`src/frame_timer_pkg.sv`:
```
// Shared constants and types for the frame trigger timer and sync tagger.
// Assumes one 100 MHz acquisition clock and a 32-bit AXI4-Lite register bus.
package frame_timer_pkg;
    localparam int CLK_PERIOD_NS = 10;
    localparam int US_NS = 1000;
    localparam int US_CYCLES = US_NS / CLK_PERIOD_NS;
    localparam int EXPOSE_PULSE_NS = 1000;
    localparam logic [7:0] EXPOSE_PULSE_CYC =
        8'((EXPOSE_PULSE_NS + CLK_PERIOD_NS - 1) / CLK_PERIOD_NS);
    localparam int FIFO_DEPTH_DEF = 16;
    localparam int HDR_WORDS = 2;
    localparam int ADDR_W = 8;
    typedef logic [ADDR_W-1:0] addr_t;
    localparam addr_t REG_CTRL = 8'h00;
    localparam addr_t REG_PERIOD = 8'h04;
    localparam addr_t REG_FSIZE = 8'h08;
    localparam addr_t REG_STATUS = 8'h0c;
    localparam addr_t REG_FRAMES = 8'h10;
    localparam addr_t REG_TIMER = 8'h14;
    localparam int CTRL_TMODE_LSB = 0;
    localparam int CTRL_FSYNC_LSB = 2;
    localparam int CTRL_HPOS_LSB = 4;
    localparam int CTRL_TSRC_LSB = 8;
    localparam logic [7:0] TSRC_BOARD = 8'h10;
    localparam logic [31:0] CTRL_RST = 32'h0;
    localparam logic [31:0] PERIOD_RST = 32'h0;
    localparam logic [31:0] FSIZE_RST = 32'h0;
    localparam int STAT_SYNC_BIT = 0;
    localparam int STAT_TMO_BIT = 1;
    localparam int STAT_EXPOSE_BIT = 2;
    localparam int STAT_ARMED_BIT = 3;
    // Marker value is arbitrary
    localparam logic [31:0] SOF_MARKER = 32'h5a5a_c3c3;
    localparam logic [1:0] RESP_OKAY = 2'h0;
    localparam logic [1:0] RESP_SLVERR = 2'h2;
    typedef enum logic [1:0] {TM_OFF = 2'h0, TM_PERIODIC = 2'h1, TM_FVWAIT = 2'h2} tmode_t;
    typedef enum logic [1:0] {FS_OFF = 2'h0, FS_ON = 2'h1, FS_TIMEOUT = 2'h2} fsync_t;
    typedef enum logic [1:0] {HP_WITHIN = 2'h0, HP_BEFORE = 2'h1, HP_AFTER = 2'h2} hpos_t;
    typedef enum logic [1:0] {
        TG_IDLE = 2'h0, TG_HEAD = 2'h1, TG_PIX = 2'h3, TG_TAIL = 2'h2
    } tag_state_t;
    typedef struct packed {
        logic tag;
        logic [31:0] data;
    } word_t;
endpackage

```
`src/frame_trigger_timer_and_sync_tagger.sv`:
```
// Frame trigger timer and frame-sync tagger of a camera framegrabber.
// Assumes one acquisition clock, an AXI4-Lite master, a same-clock pixel source
// and an asynchronous frame valid pin.
`timescale 1ns/1ps
`default_nettype none
// Overview of operation
// - Periodic mode fires trigger pulses continuously, one interval apart.
// - Frame-valid wait mode holds the next trigger until the timer reaches zero.
// - With no timer mode and board triggering, trigger on frame valid rising.
// - Timer modes run only when trigger source control selects board triggering.
// - Trigger pulses drive the camera expose line.
// - Wait mode measures the interval from the start of the previous readout.
// - Tagging puts two header words with a fixed start-of-frame marker into each frame; within the data they replace the first two pixel words.
// - Tagging flags frames whose word count differs from the frame size, and pixels accepted outside a frame.
// - Timeout-emulation mode also reports each sync error as acquisition timeout.
// - Header sits within, before or after the image data, as configured.
module frame_trigger_timer_and_sync_tagger #(
    parameter int FIFO_DEPTH = frame_timer_pkg::FIFO_DEPTH_DEF,
    parameter logic [7:0] PULSE_CYCLES = frame_timer_pkg::EXPOSE_PULSE_CYC
) (
    input wire logic MCLK,
    input wire logic RSTN,
    input wire logic CE,
    input wire frame_timer_pkg::addr_t AWADDR,
    input wire logic AWVALID,
    output logic AWREADY,
    input wire logic [31:0] WDATA,
    input wire logic [3:0] WSTRB,
    input wire logic WVALID,
    output logic WREADY,
    output logic [1:0] BRESP,
    output logic BVALID,
    input wire logic BREADY,
    input wire frame_timer_pkg::addr_t ARADDR,
    input wire logic ARVALID,
    output logic ARREADY,
    output logic [31:0] RDATA,
    output logic [1:0] RRESP,
    output logic RVALID,
    input wire logic RREADY,
    input wire logic FVAL_IN,
    input wire logic [31:0] PIX_DATA,
    input wire logic PIX_VALID,
    output logic PIX_READY,
    output frame_timer_pkg::word_t OUT_WORD,
    output logic OUT_VALID,
    input wire logic OUT_READY,
    output logic EXPOSE,
    output logic SYNC_ERR,
    output logic ACQ_TIMEOUT
);
    import frame_timer_pkg::*;
    localparam int LW = $clog2(FIFO_DEPTH + 1);
    localparam int PW = $clog2(US_CYCLES);

    typedef struct packed {
        logic fval_s1;
        logic fval_s2;
        logic fval_d;
        logic awready;
        logic wready;
        logic aw_hold;
        logic w_hold;
        addr_t awaddr;
        logic [31:0] wdata;
        logic [3:0] wstrb;
        logic bvalid;
        logic [1:0] bresp;
        logic arready;
        logic rvalid;
        logic [1:0] rresp;
        logic [31:0] rdata;
        logic [31:0] ctrl;
        logic [31:0] period;
        logic [31:0] fsize;
        logic sync_flag;
        logic tmo_flag;
        logic [PW-1:0] pre;
        logic [31:0] timer;
        logic armed;
        logic [7:0] pulse;
        logic expose;
        tag_state_t st;
        logic [1:0] hcnt;
        logic [31:0] wcnt;
        logic [31:0] frames;
        logic pix_ready;
        logic push_valid;
        word_t push_word;
        logic sync_err;
        logic acq_tmo;
    } state_t;

    state_t s, n;
    logic [LW-1:0] fifo_level;
    logic fifo_ready;
    logic board, fval_rise, fval_fall, tagging, accept, trig, wr_go, space_ok;
    logic [31:0] clr;
    tmode_t tm;
    fsync_t fsm;
    hpos_t hp;

    function automatic logic [31:0] wmerge(input logic [31:0] old, input logic [31:0] d,
                                           input logic [3:0] strb);
        wmerge = old;
        for (int i = 0; i < 4; i++) begin
            if (strb[i]) begin
                wmerge[i*8 +: 8] = d[i*8 +: 8];
            end
        end
    endfunction

    // Word 0 carries the marker, word 1 the frame number
    function automatic word_t hdr_word(input logic [1:0] idx, input logic [31:0] frames);
        hdr_word.tag = (idx == 2'h0);
        hdr_word.data = (idx == 2'h0) ? SOF_MARKER : frames;
    endfunction

    always_comb begin
        n = s;
        clr = '0;
        tm = tmode_t'(s.ctrl[CTRL_TMODE_LSB +: 2]);
        fsm = fsync_t'(s.ctrl[CTRL_FSYNC_LSB +: 2]);
        hp = hpos_t'(s.ctrl[CTRL_HPOS_LSB +: 2]);
        board = (s.ctrl[CTRL_TSRC_LSB +: 8] == TSRC_BOARD);
        tagging = (fsm == FS_ON) || (fsm == FS_TIMEOUT);
        n.fval_s1 = FVAL_IN;
        n.fval_s2 = s.fval_s1;
        n.fval_d = s.fval_s2;
        fval_rise = s.fval_s2 && !s.fval_d;
        fval_fall = !s.fval_s2 && s.fval_d;

        // Register writes: address and data may arrive in either order
        if (AWVALID && s.awready) begin
            n.aw_hold = 1'b1;
            n.awaddr = AWADDR;
        end
        if (WVALID && s.wready) begin
            n.w_hold = 1'b1;
            n.wdata = WDATA;
            n.wstrb = WSTRB;
        end
        if (s.bvalid && BREADY) begin
            n.bvalid = 1'b0;
        end
        wr_go = s.aw_hold && s.w_hold && !s.bvalid;
        if (wr_go) begin
            n.aw_hold = 1'b0;
            n.w_hold = 1'b0;
            n.bvalid = 1'b1;
            n.bresp = RESP_OKAY;
            case (s.awaddr)
                REG_CTRL: n.ctrl = wmerge(s.ctrl, s.wdata, s.wstrb);
                REG_PERIOD: n.period = wmerge(s.period, s.wdata, s.wstrb);
                REG_FSIZE: n.fsize = wmerge(s.fsize, s.wdata, s.wstrb);
                REG_STATUS: clr = wmerge(32'h0, s.wdata, s.wstrb);
                REG_FRAMES, REG_TIMER: n.bresp = RESP_OKAY;
                default: n.bresp = RESP_SLVERR;
            endcase
        end
        n.awready = !n.aw_hold;
        n.wready = !n.w_hold;

        // Register reads
        if (s.rvalid && RREADY) begin
            n.rvalid = 1'b0;
        end
        if (ARVALID && s.arready) begin
            n.rvalid = 1'b1;
            n.rresp = RESP_OKAY;
            n.rdata = '0;
            case (ARADDR)
                REG_CTRL: n.rdata = s.ctrl;
                REG_PERIOD: n.rdata = s.period;
                REG_FSIZE: n.rdata = s.fsize;
                REG_STATUS: begin
                    n.rdata[STAT_SYNC_BIT] = s.sync_flag;
                    n.rdata[STAT_TMO_BIT] = s.tmo_flag;
                    n.rdata[STAT_EXPOSE_BIT] = s.expose;
                    n.rdata[STAT_ARMED_BIT] = s.armed;
                end
                REG_FRAMES: n.rdata = s.frames;
                REG_TIMER: n.rdata = s.timer;
                default: n.rresp = RESP_SLVERR;
            endcase
        end
        n.arready = !n.rvalid;

        // Trigger generation; non-board sources leave the line to the camera
        trig = board && (((tm == TM_PERIODIC) && (s.timer == '0)) ||
               ((tm == TM_FVWAIT) && s.armed && (s.timer == '0)) ||
               ((tm == TM_OFF) && fval_rise));
        // One tick per microsecond; a restart counts its own load cycle so the period stays exact
        if (trig || (tm == TM_FVWAIT && fval_rise)) begin
            n.pre = PW'(US_CYCLES - 2);
        end else if (s.pre == '0) begin
            n.pre = PW'(US_CYCLES - 1);
        end else begin
            n.pre = s.pre - PW'(1);
        end
        if (!board || tm == TM_OFF) begin
            n.timer = '0;
            n.armed = 1'b1;
        end else if ((tm == TM_FVWAIT) && fval_rise) begin
            n.timer = s.period;
            n.armed = 1'b1;
        end else if (trig) begin
            n.timer = s.period;
            n.armed = 1'b0;
        end else if (s.pre == '0 && s.timer != '0) begin
            n.timer = s.timer - 32'h1;
        end
        if (trig) begin
            n.pulse = PULSE_CYCLES;
        end else if (s.pulse != '0) begin
            n.pulse = s.pulse - 8'h1;
        end
        n.expose = (n.pulse != '0);

        // Frame tagger; two words of margin cover the registered ready and push
        space_ok = fifo_ready && (fifo_level < LW'(FIFO_DEPTH - 2));
        accept = PIX_VALID && s.pix_ready;
        n.push_valid = 1'b0;
        n.sync_err = 1'b0;
        case (s.st)
            TG_IDLE: begin
                if (accept && tagging) begin
                    n.sync_err = 1'b1;
                end
                if (fval_rise) begin
                    n.frames = s.frames + 32'h1;
                    n.wcnt = '0;
                    n.hcnt = '0;
                    n.st = (tagging && hp == HP_BEFORE) ? TG_HEAD : TG_PIX;
                end
            end
            TG_HEAD, TG_TAIL: begin
                if (space_ok) begin
                    n.push_valid = 1'b1;
                    n.push_word = hdr_word(s.hcnt, s.frames);
                    n.hcnt = s.hcnt + 2'h1;
                    if (s.hcnt == 2'(HDR_WORDS - 1)) begin
                        n.st = (s.st == TG_HEAD) ? TG_PIX : TG_IDLE;
                    end
                end
            end
            TG_PIX: begin
                if (accept) begin
                    n.push_valid = 1'b1;
                    n.wcnt = s.wcnt + 32'h1;
                    if (tagging && hp == HP_WITHIN && s.wcnt < HDR_WORDS) begin
                        n.push_word = hdr_word(s.wcnt[1:0], s.frames);
                    end else begin
                        n.push_word.tag = 1'b0;
                        n.push_word.data = PIX_DATA;
                    end
                end
                if (fval_fall) begin
                    // A short or long frame means the DMA lost its place
                    n.sync_err = tagging && (n.wcnt != s.fsize);
                    n.hcnt = '0;
                    n.st = (tagging && hp == HP_AFTER) ? TG_TAIL : TG_IDLE;
                end
            end
            default: n.st = TG_IDLE;
        endcase
        n.pix_ready = (n.st == TG_PIX || n.st == TG_IDLE) && space_ok;
        n.acq_tmo = n.sync_err && (fsm == FS_TIMEOUT);
        // A new event beats a clear in the same cycle
        n.sync_flag = n.sync_err || (s.sync_flag && !clr[STAT_SYNC_BIT]);
        n.tmo_flag = n.acq_tmo || (s.tmo_flag && !clr[STAT_TMO_BIT]);
    end

    always_ff @(posedge MCLK) begin
        if (!RSTN) begin
            s <= '0;
            s.awready <= 1'b1;
            s.wready <= 1'b1;
            s.arready <= 1'b1;
            s.armed <= 1'b1;
            s.ctrl <= CTRL_RST;
            s.period <= PERIOD_RST;
            s.fsize <= FSIZE_RST;
            s.st <= TG_IDLE;
        end else if (CE) begin
            s <= n;
        end
    end

    word_fifo #(
        .WIDTH($bits(word_t)),
        .DEPTH(FIFO_DEPTH)
    ) u_fifo (
        .clk(MCLK),
        .rst_n(RSTN),
        .ce(CE),
        .s_valid(s.push_valid),
        .s_ready(fifo_ready),
        .s_data(s.push_word),
        .m_valid(OUT_VALID),
        .m_ready(OUT_READY),
        .m_data(OUT_WORD),
        .level(fifo_level)
    );

    assign AWREADY = s.awready;
    assign WREADY = s.wready;
    assign BVALID = s.bvalid;
    assign BRESP = s.bresp;
    assign ARREADY = s.arready;
    assign RVALID = s.rvalid;
    assign RRESP = s.rresp;
    assign RDATA = s.rdata;
    assign PIX_READY = s.pix_ready;
    assign EXPOSE = s.expose;
    assign SYNC_ERR = s.sync_err;
    assign ACQ_TIMEOUT = s.acq_tmo;
endmodule // frame_trigger_timer_and_sync_tagger
`default_nettype wire

```
`src/word_fifo.sv`:
```
// Synchronous FIFO with valid/ready on both sides and a registered fill level.
// Assumes one clock; the clock enable freezes all state.
`timescale 1ns/1ps
`default_nettype none
module word_fifo #(
    parameter int WIDTH = 33,
    parameter int DEPTH = 16
) (
    input wire logic clk,
    input wire logic rst_n,
    input wire logic ce,
    input wire logic s_valid,
    output logic s_ready,
    input wire logic [WIDTH-1:0] s_data,
    output logic m_valid,
    input wire logic m_ready,
    output logic [WIDTH-1:0] m_data,
    output logic [$clog2(DEPTH+1)-1:0] level
);
    localparam int AW = $clog2(DEPTH);
    localparam int LW = $clog2(DEPTH + 1);
    typedef struct packed {
        logic [AW-1:0] wp;
        logic [AW-1:0] rp;
        logic [LW-1:0] cnt;
    } fifo_state_t;
    fifo_state_t s, n;
    logic [WIDTH-1:0] mem [DEPTH];
    logic push, pop;

    always_comb begin
        n = s;
        push = s_valid && s_ready;
        pop = m_valid && m_ready;
        if (push) begin
            n.wp = (s.wp == AW'(DEPTH - 1)) ? '0 : s.wp + AW'(1);
        end
        if (pop) begin
            n.rp = (s.rp == AW'(DEPTH - 1)) ? '0 : s.rp + AW'(1);
        end
        if (push && !pop) begin
            n.cnt = s.cnt + LW'(1);
        end else if (pop && !push) begin
            n.cnt = s.cnt - LW'(1);
        end
    end

    always_ff @(posedge clk) begin
        if (!rst_n) begin
            s <= '0;
        end else if (ce) begin
            s <= n;
        end
    end

    always_ff @(posedge clk) begin
        if (ce && push) begin
            mem[s.wp] <= s_data;
        end
    end

    assign s_ready = (s.cnt != LW'(DEPTH));
    assign m_valid = (s.cnt != '0);
    assign m_data = mem[s.rp];
    assign level = s.cnt;
endmodule // word_fifo
`default_nettype wire
```
`config.mk`:
```
export PLATFORM = sky130hd
export DESIGN_NAME = frame_trigger_timer_and_sync_tagger
export DESIGN_NICKNAME = d
export VERILOG_FILES = /design/src/frame_timer_pkg.sv /design/src/frame_trigger_timer_and_sync_tagger.sv /design/src/word_fifo.sv
export SDC_FILE = /design/constraint.sdc
export NUM_CORES = 1
export LEC_CHECK = 0
export BUFFER_PORTS_ARGS = -buffer_cell sky130_fd_sc_hd__buf_2
export CORE_ASPECT_RATIO = 0.9
export CORE_MARGIN = 2
export CORE_UTILIZATION = 50
export DETAILED_ROUTE_END_ITERATION = 16
export PLACE_DENSITY = 0.72
export SETUP_SLACK_MARGIN = 0.02
export SYNTH_ARGS = -nofsm -noshare
export SYNTH_HDL_FRONTEND = slang
export SYNTH_SLANG_ARGS = --single-unit
```
`constraint.sdc`:
```
create_clock -name MCLK -period 4.2 [get_ports MCLK]
set_input_delay 0.84 -clock MCLK [delete_from_list [all_inputs] [get_ports MCLK]]
set_output_delay 0.84 -clock MCLK [all_outputs]
set_load 0.005 [all_outputs]
```
==> results.txt, run 1 <==
The flow ran to the end, and the final reports show no timing, DRC or antenna violations. TritonCTS built the clock tree. The width of the chip is 296 um. The run gives 14.6 nW as the total leakage power. The register area was 23000 um^2; the top-level I/O count was 174. The part of the cycle the worst path needs was 92.0%; the layout overhead on the synthesized area was 12.9%. The data required time of the worst path was 4.70 ns; the portion of total power attributed to combinational logic was 13.4%. The final weighted congestion in routability-driven placement was 0.914. The beginning of the worst register-to-register path is s[115]$_SDFFE_PN0P_. The number of antenna violations at the first check in global routing was 5. The worst setup skew after layout was 0.0480 ns; the number of hold-slack violations in the final timing report was 0. The logs give 39.8% for the clock share of power and 38300 um^2 for the cell area after synthesis. The number of standard cells after synthesis came out at 3092.

The type of the worst setup path was flip-flop to flip-flop. In the routed design, unresolved DRC markers number 0. The tools report the total routing usage reported by global routing as 25.5%.

The tools report the worst ir drop on vdd as 337 uV. The post-route netlist has 18.0% of its cells at a drive strength greater than 1. The smallest clock period supported by the final layout is computed as 3.87 ns. Buffers inserted during clock tree synthesis total 89. The fraction of the yosys area taken by sequential cells was 60.1%. Counting flops with a built-in enable in the synthesized netlist gives 528. The buffer levels on the longest clock path is 3. On the final layout, the worst hold slack is 0.421 ns. The tools report the startpoint class of the critical path as a flip-flop.

The tools report the number of cells after detailed placement as 4127. A synthesized cell averages 12.4 um^2. The tools report the internal power as 15.4 mW. The number of hold buffers added after CTS was 0.

The first global-routing pass estimated 152000 um of wire. The tightest min-delay check is of the primary input to flip-flop type. Fill cells in the final layout number 6045.

Max-slew violation count: 0. Startpoint of the worst hold path: AWADDR[7]. For the count of cell types in the netlist, the log shows 81. The detailed router's first-iteration violation count was 2582; the total via count after detailed routing was 25700. At the end of the flow, the number of nets in the layout was 3310.

The post-route antenna net violation count was 0; the switching power was 4.88 mW. Most used flip-flop cell after synthesis: edfxtp_1. The multi-input combinational cells in the finished layout cover a total of 14200 um^2.

The number of cells upsized or downsized after cts came out at 0. Based on the critical path, the design can be clocked at up to 259 MHz. Among the stages of the critical path, the cell type that occurs most often is o21ai_0.

Setup violations remaining at the end of the flow were counted as 0. The HPWL after detailed placement was 63900 um. The tools report the clock root buffer as clkbuf_16. The maximum fanout along the worst path works out to 28.

The setup TNS after final layout was 0 ns; the later-pin clock latency in the skew report was 0.66 ns. For the final wirelength, the log shows 100000 um. Setup repair after global routing left no endpoint under its margin. Yosys printed 0 warnings.

Measured against its own limit, the worst slew margin works out to 27.1%. Counting flops and latches in the post-synthesis netlist gives 885. At the end of the flow the core is filled with cells to 56.8%.

The run gives 0 as the number of buffers added for setup after CTS. The detail-routed via count per cell came out at 5.99. Leaving out fill and tap cells, the most frequent cell in the layout is edfxtp_1. The pin slew with the least headroom to its limit works out to 1.08 ns.

The run gives 0.465 ns as the worst setup timing slack at the placement stage. The signal on the critical path passes through inv_1, ha_1, or4b_1, or3_1, nor3_1, o21ai_0, o2111ai_4, o21ai_0, o2bb2ai_1. The power per unit of standard cell area came out at 469 nW/um^2. The number of optimization iterations in the first detailed-route pass was 6. The worst setup path is captured at a flip-flop. The tools report the max-cap violation count as 0. The number of placement rows was 96; the depth of the CTS H-tree was 3. The clock transition at the registers of the reported paths was 0.06 ns. Total congestion overflow after global routing: 0. The number of global-route vias before repair was 24500; the core area was 76000 um^2. The largest stage delay on the critical path is 0.75 ns, and the initial core utilization is 50.3%. Net switching is 24.1% of the power. Tracing the worst setup path back leads to its startpoint at s[115]$_SDFFE_PN0P_. Clock tree synthesis found a total of 885 sinks.

Sequential share of power: 46.7%. Die extent in y: 266 um. For the maximum number of pins on one net before global-route repair, the log shows 87.

STA puts the critical path data arrival time at 4.37 ns. The standard cell with the maximum stage delay on the critical path was o2111ai_4. The port buffer count works out to 171. The fraction of synthesis flops using an asynchronous set or reset pin is 0%, and the final instance count without filler cells is 4297. The top cell types in the final layout, fill and taps aside, are edfxtp_1, nand2_1, dfxtp_1. After detailed routing, the average wire length per cell comes to 23.4 um.

The slack of the critical path came out at 0.334 ns. The run gives 78800 um^2 as the die area.
## power groups by stage
stage          combinational (mW)  clock, mW  sequential, mW
2_1_floorplan                2.11          0            9.53
3_3_place_gp                 2.69          0            9.64
3_5_place_dp                 2.73          0            9.65
4_1_cts                      2.76       8.16            9.46
5_1_grt                      2.97       8.49            9.49
6_report                     2.71       8.07            9.46
## kinds of logic after synthesis
family,share of synthesized area (%)
buf+inv,3.16
other cells,0.00980
mux,13.3
compound gates,9.31
flops,60.1
xor+xnor,1.88
simple gates,11.4
fa+ha+maj,0.870
## cell type report
cell class                 instances  area share, %
tap                             1029           2.98
clock inverter                    51           1.30
clock buffer                     115           5.64
multi-input combinational       1928           32.9
timing repair buffer             238           3.46
inverter                          47          0.426
sequential                       885           53.3
antenna                            4         0.0232
## layer usage
metal / vias to the layer above / wire length [um] / global-route usage [%]
met1: 12700 / 41400 / 35.3
met2: 1118 / 48400 / 41.8
met3: 157 / 8070 / 4.21
met4: 2 / 2460 / 7.23
li1: 11800 / - / -
met5: - / 14 / 0
## Yosys cell counts, types with 5 or more instances
master     count  share of area, %
buf_1         19              0.19
and4_1         7              0.16
or4_1         12              0.24
mux2i_1      128               3.3
o2bb2ai_1     31              0.71
nand4b_1       5              0.11
o22ai_1       12              0.20
a31o_2         5              0.11
a21oi_1      200               2.6
nor2_1       253               2.5
mux4_2       169               9.9
o21ai_1       20              0.26
nand2_1      392               3.8
nand2b_1      16              0.26
a31oi_1       14              0.23
a22oi_1       25              0.49
and2_1        10              0.16
inv_1         47              0.46
nor3_1        61              0.80
xor2_1        35              0.80
nand3_1       58              0.76
a22o_1        17              0.39
buf_4         36              0.71
o211ai_1      23              0.45
o21ai_0      113               1.5
nand4_1       26              0.43
a211o_1       16              0.37
nor2b_1       18              0.29
and3_1        16              0.26
ha_1          25              0.82
a21o_1         6              0.12
a221oi_1      29              0.66
nor4_1        41              0.67
buf_2          6             0.078
a21boi_0       5             0.098
o31ai_1        8              0.16
dfxtp_1      357                19
xnor2_1       47               1.1
clkbuf_1     170               1.7
edfxtp_1     528                41
or3_1         22              0.36
or2_2          5             0.082
## worst max-delay path: cells and delay by family (launching register included)
family	cells	cell delay, ns
compound gates	4	1.44
fa+ha+maj	1	0.21
buf+inv	1	0.07
flops	1	0.35
simple gates	3	1.63
## stage by stage
step,total power [mW],area [um^2]
2_1_floorplan,11.6,38300
3_3_place_gp,12.3,40200
3_5_place_dp,12.4,40200
4_1_cts,20.4,43200
5_1_grt,21.0,43200
6_report,20.2,43200
## registers in the layout (all words and copies together), names as in the netlist, named ones only
signal and count:
WREADY 1, u_fifo.mem 528, n 2, ACQ_TIMEOUT 1, PIX_READY 1, u_fifo.s 8
EXPOSE 1, RRESP 1, hp 2, BVALID 1, RVALID 1, BRESP 1
s 291, SYNC_ERR 1, RDATA 32, AWREADY 1, u_fifo.level 5, fsm 2
ARREADY 1
## path summary, 6_finish.rpt
| check | endpoint | slack [ns] | cells past startpoint |
|---|---|---|---|
| worst min-delay path | s[334]$_SDFFE_PN0P_ | 0.42 | 3 |
| worst min register to register | s[227]$_SDFFE_PN0P_ | 0.45 | 2 |
| worst max-delay path | s[146]$_SDFFE_PN0P_ | 0.33 | 9 |
| worst max register to register | s[146]$_SDFFE_PN0P_ | 0.33 | 9 |
No activity file was read; power rests on OpenSTA's default activity.
==> inputs of run 2 (changes only) <==
--- a/config.mk
+++ b/config.mk
@@ -9,6 +9,7 @@
 export CORE_ASPECT_RATIO = 0.9
 export CORE_MARGIN = 2
 export CORE_UTILIZATION = 50
+export CTS_BUF_LIST = sky130_fd_sc_hd__clkbuf_16
 export DETAILED_ROUTE_END_ITERATION = 16
 export PLACE_DENSITY = 0.72
 export SETUP_SLACK_MARGIN = 0.02
==> results.txt, run 2 (synthesis gave the netlist of run 1 again) <==
The critical path in this run is classified as flip-flop to flip-flop. The post-route antenna net violation count was 0; the final wirelength was 101000 um. The cell sitting at the root of the clock tree is a clkbuf_16. The library cell used most frequently in the layout, excluding fill and tap cells, is edfxtp_1.

The worst setup skew after layout is 0.0462 ns. After detailed routing, the average wire length per cell comes to 23.5 um. The worst-case IR drop observed on VDD is 336 uV.

The detailed router's first-iteration violation count was 2601; the fmax was 259 MHz. The setup slack of the worst register-to-register path was 0.34 ns. The max-slew violation count came out at 0.

The run finished with clean final reports. Traced cell by cell, the critical path runs through inv_1, ha_1, or4b_1, or3_1, nor3_1, o21ai_0, o2111ai_4, o21ai_0, o2bb2ai_1. The flip-flop count of the largest register after layout was 528; the detailed-route DRC error count was 0.

The buffers plus inverters on the worst setup path is 1. The depth of the CTS H-tree is 3. The worst slew margin relative to its limit is 27.5%. Among cell families on the critical path, the largest total delay comes from simple AND/OR/NAND/NOR gates. After layout, the minimum clock period comes to 3.86 ns. Once the floorplan was initialized, standard cells occupied 50.3% of the core. After layout, the worst path uses 91.9% of the clock period. The global-route wire length before repair is 152000 um.

After clock tree synthesis, the clock-pin slew on the worst setup and hold paths is 0.06 ns. Width of the chip: 296 um. The layout overhead on the synthesized area works out to 12.7%.

The run gives 87 as the maximum number of pins on one net before global-route repair. From bottom edge to top edge, the die measures 266 um. Data on the critical path is required at its endpoint by 4.70 ns. The slowest stage of the critical path belongs to the cell o2111ai_4. The startpoint of the worst hold path was WSTRB[1].

Setup violations remaining at the end of the flow were counted as 0. The pre-antenna-repair detailed-routing pass consisted of 5 iterations. TritonCTS built the clock tree.

The number of hold-slack violations in the final timing report is 0, and the ratio of cells with drive above 1 in the final layout is 17.8%. The tools report the final weighted congestion in routability-driven placement as 0.914. The later pin in the worst-skew pair is clocked with a latency of 0.66 ns. Summing all placed instances gives a cell area of 40200 um^2. The worst hold path terminates at s[292]$_SDFFE_PN0P_.

The number of buffers added by the clock tree synthesis step was 89. At the worst endpoint, the arrival time is 4.36 ns. The startpoint class of the critical path was a flip-flop. The power per unit of standard cell area is 466 nW/um^2, and the pin slew with the least headroom to its limit is 1.08 ns.

Port buffering added 171 buffers. The library cell appearing most often on the critical path was o21ai_0. After global routing the overflow that remains totals 0. The run gives 174 as the top-level I/O count. The register with the most flip-flops in the final layout is u_fifo.mem. The number of placement rows is 96. The design area is 43100 um^2. Buffer levels on the longest clock path: 3. STA classifies the critical path endpoint as a flip-flop. The die covers 78800 um^2. The total routing usage reported by global routing is 25.6%, and the hold buffer count at cts is 0. Max-cap violations in this run came to 0. The run gives 0 as the number of cells upsized or downsized after cts. The largest stage delay on the critical path came out at 0.76 ns. The number of antenna violations at the first check in global routing is 3.

Post-CTS timing repair inserted 0 buffers for setup. The tools report the number of global-route vias before repair as 24500. The final layout contains 3310 nets.

Total via count after detailed routing: 25800. The type of the most critical hold path was primary input to flip-flop. In the layout the commonest cells are edfxtp_1, nand2_1, dfxtp_1. Summed over all cells, the static leakage comes to 14.6 nW. The capturing point of the worst reg2reg path was s[146]$_SDFFE_PN0P_. Detailed placement finished with a half-perimeter wire length of 63900 um. The beginning of the worst register-to-register path is s[115]$_SDFFE_PN0P_.

The number of clock sinks is 885. Utilization after layout: 56.7%. For the worst flop-to-flop path, the logic depth is 9. The design draws 20.1 mW. Of all nets on the critical path, the largest fanout is 28.

Dividing the detail-routed via count by the number of cells gives 6.00. The total area inside the core boundary comes to 76000 um^2. Number of cells on the worst hold path: 3. Setup repair after global routing left no endpoint under its margin. Setup total negative slack on the finished layout was measured at 0 ns.
run 2: cell types whose count changed in the layout (fill, tap and decap cells not counted), sizes merged:
cell / delta
clkbuf: -24
inv: +17
clkinv: +7
diode: -2
run 2: layout make-up:
class                      instances  area (um^2)
fill                            6055        32900
sequential                       885        23000
multi-input combinational       1928        14200
clock buffer                      91         2280
timing repair buffer             238         1500
tap                             1029         1290
clock inverter                    75          651
inverter                          47          184
antenna                            2         5.00
run 2: tightest hold or removal path: stages:
cell and delay [ns]:
buf_2 0.10, nand2_1 0.05, a21oi_1 0.05
run 2: power breakdown:
group	leakage (nW)	internal, mW	total (mW)	switching, mW
Combinational	5.74	1.43	2.72	1.28
Clock	1.50	4.51	7.90	3.39
Sequential	7.40	9.25	9.46	0.215
run 2: worst max-delay path by stage:
stage | from | endpoint | cells past startpoint
after global routing | s[116]$_SDFFE_PN0P_ | s[146]$_SDFFE_PN0P_ | 9
final | s[115]$_SDFFE_PN0P_ | s[146]$_SDFFE_PN0P_ | 9
after detailed placement | s[115]$_SDFFE_PN0P_ | s[126]$_SDFFE_PN0P_ | 9
after CTS | flip-flop | OUT_WORD[1] | 4
after global placement | s[115]$_SDFFE_PN0P_ | s[122]$_SDFFE_PN0P_ | 9
after floorplan | CE | u_fifo.mem[15][0]$_DFFE_PP_ | 5
run 2: metal layers:
metal	GRT usage, %	vias up	share of wire, %	wire, um
li1	-	11800	-	-
met1	35.1	12700	41	41500
met2	42.4	1108	49	49100
met3	4.43	146	8.0	8070
met4	6.72	2	2.3	2290
met5	0	-	0.013	13
run 2: stage by stage:
| stage | setup slack (ns) | instances | hold slack, ns |
|---|---|---|---|
| 2_1_floorplan | 0.701 | 3093 | 0.431 |
| 3_3_place_gp | 0.522 | 4127 | 0.439 |
| 3_5_place_dp | 0.465 | 4127 | 0.444 |
| 4_1_cts | 0.317 | 4293 | 0.398 |
| 5_1_grt | 0.0804 | 4295 | 0.413 |
| 6_report | 0.341 | 4295 | 0.420 |
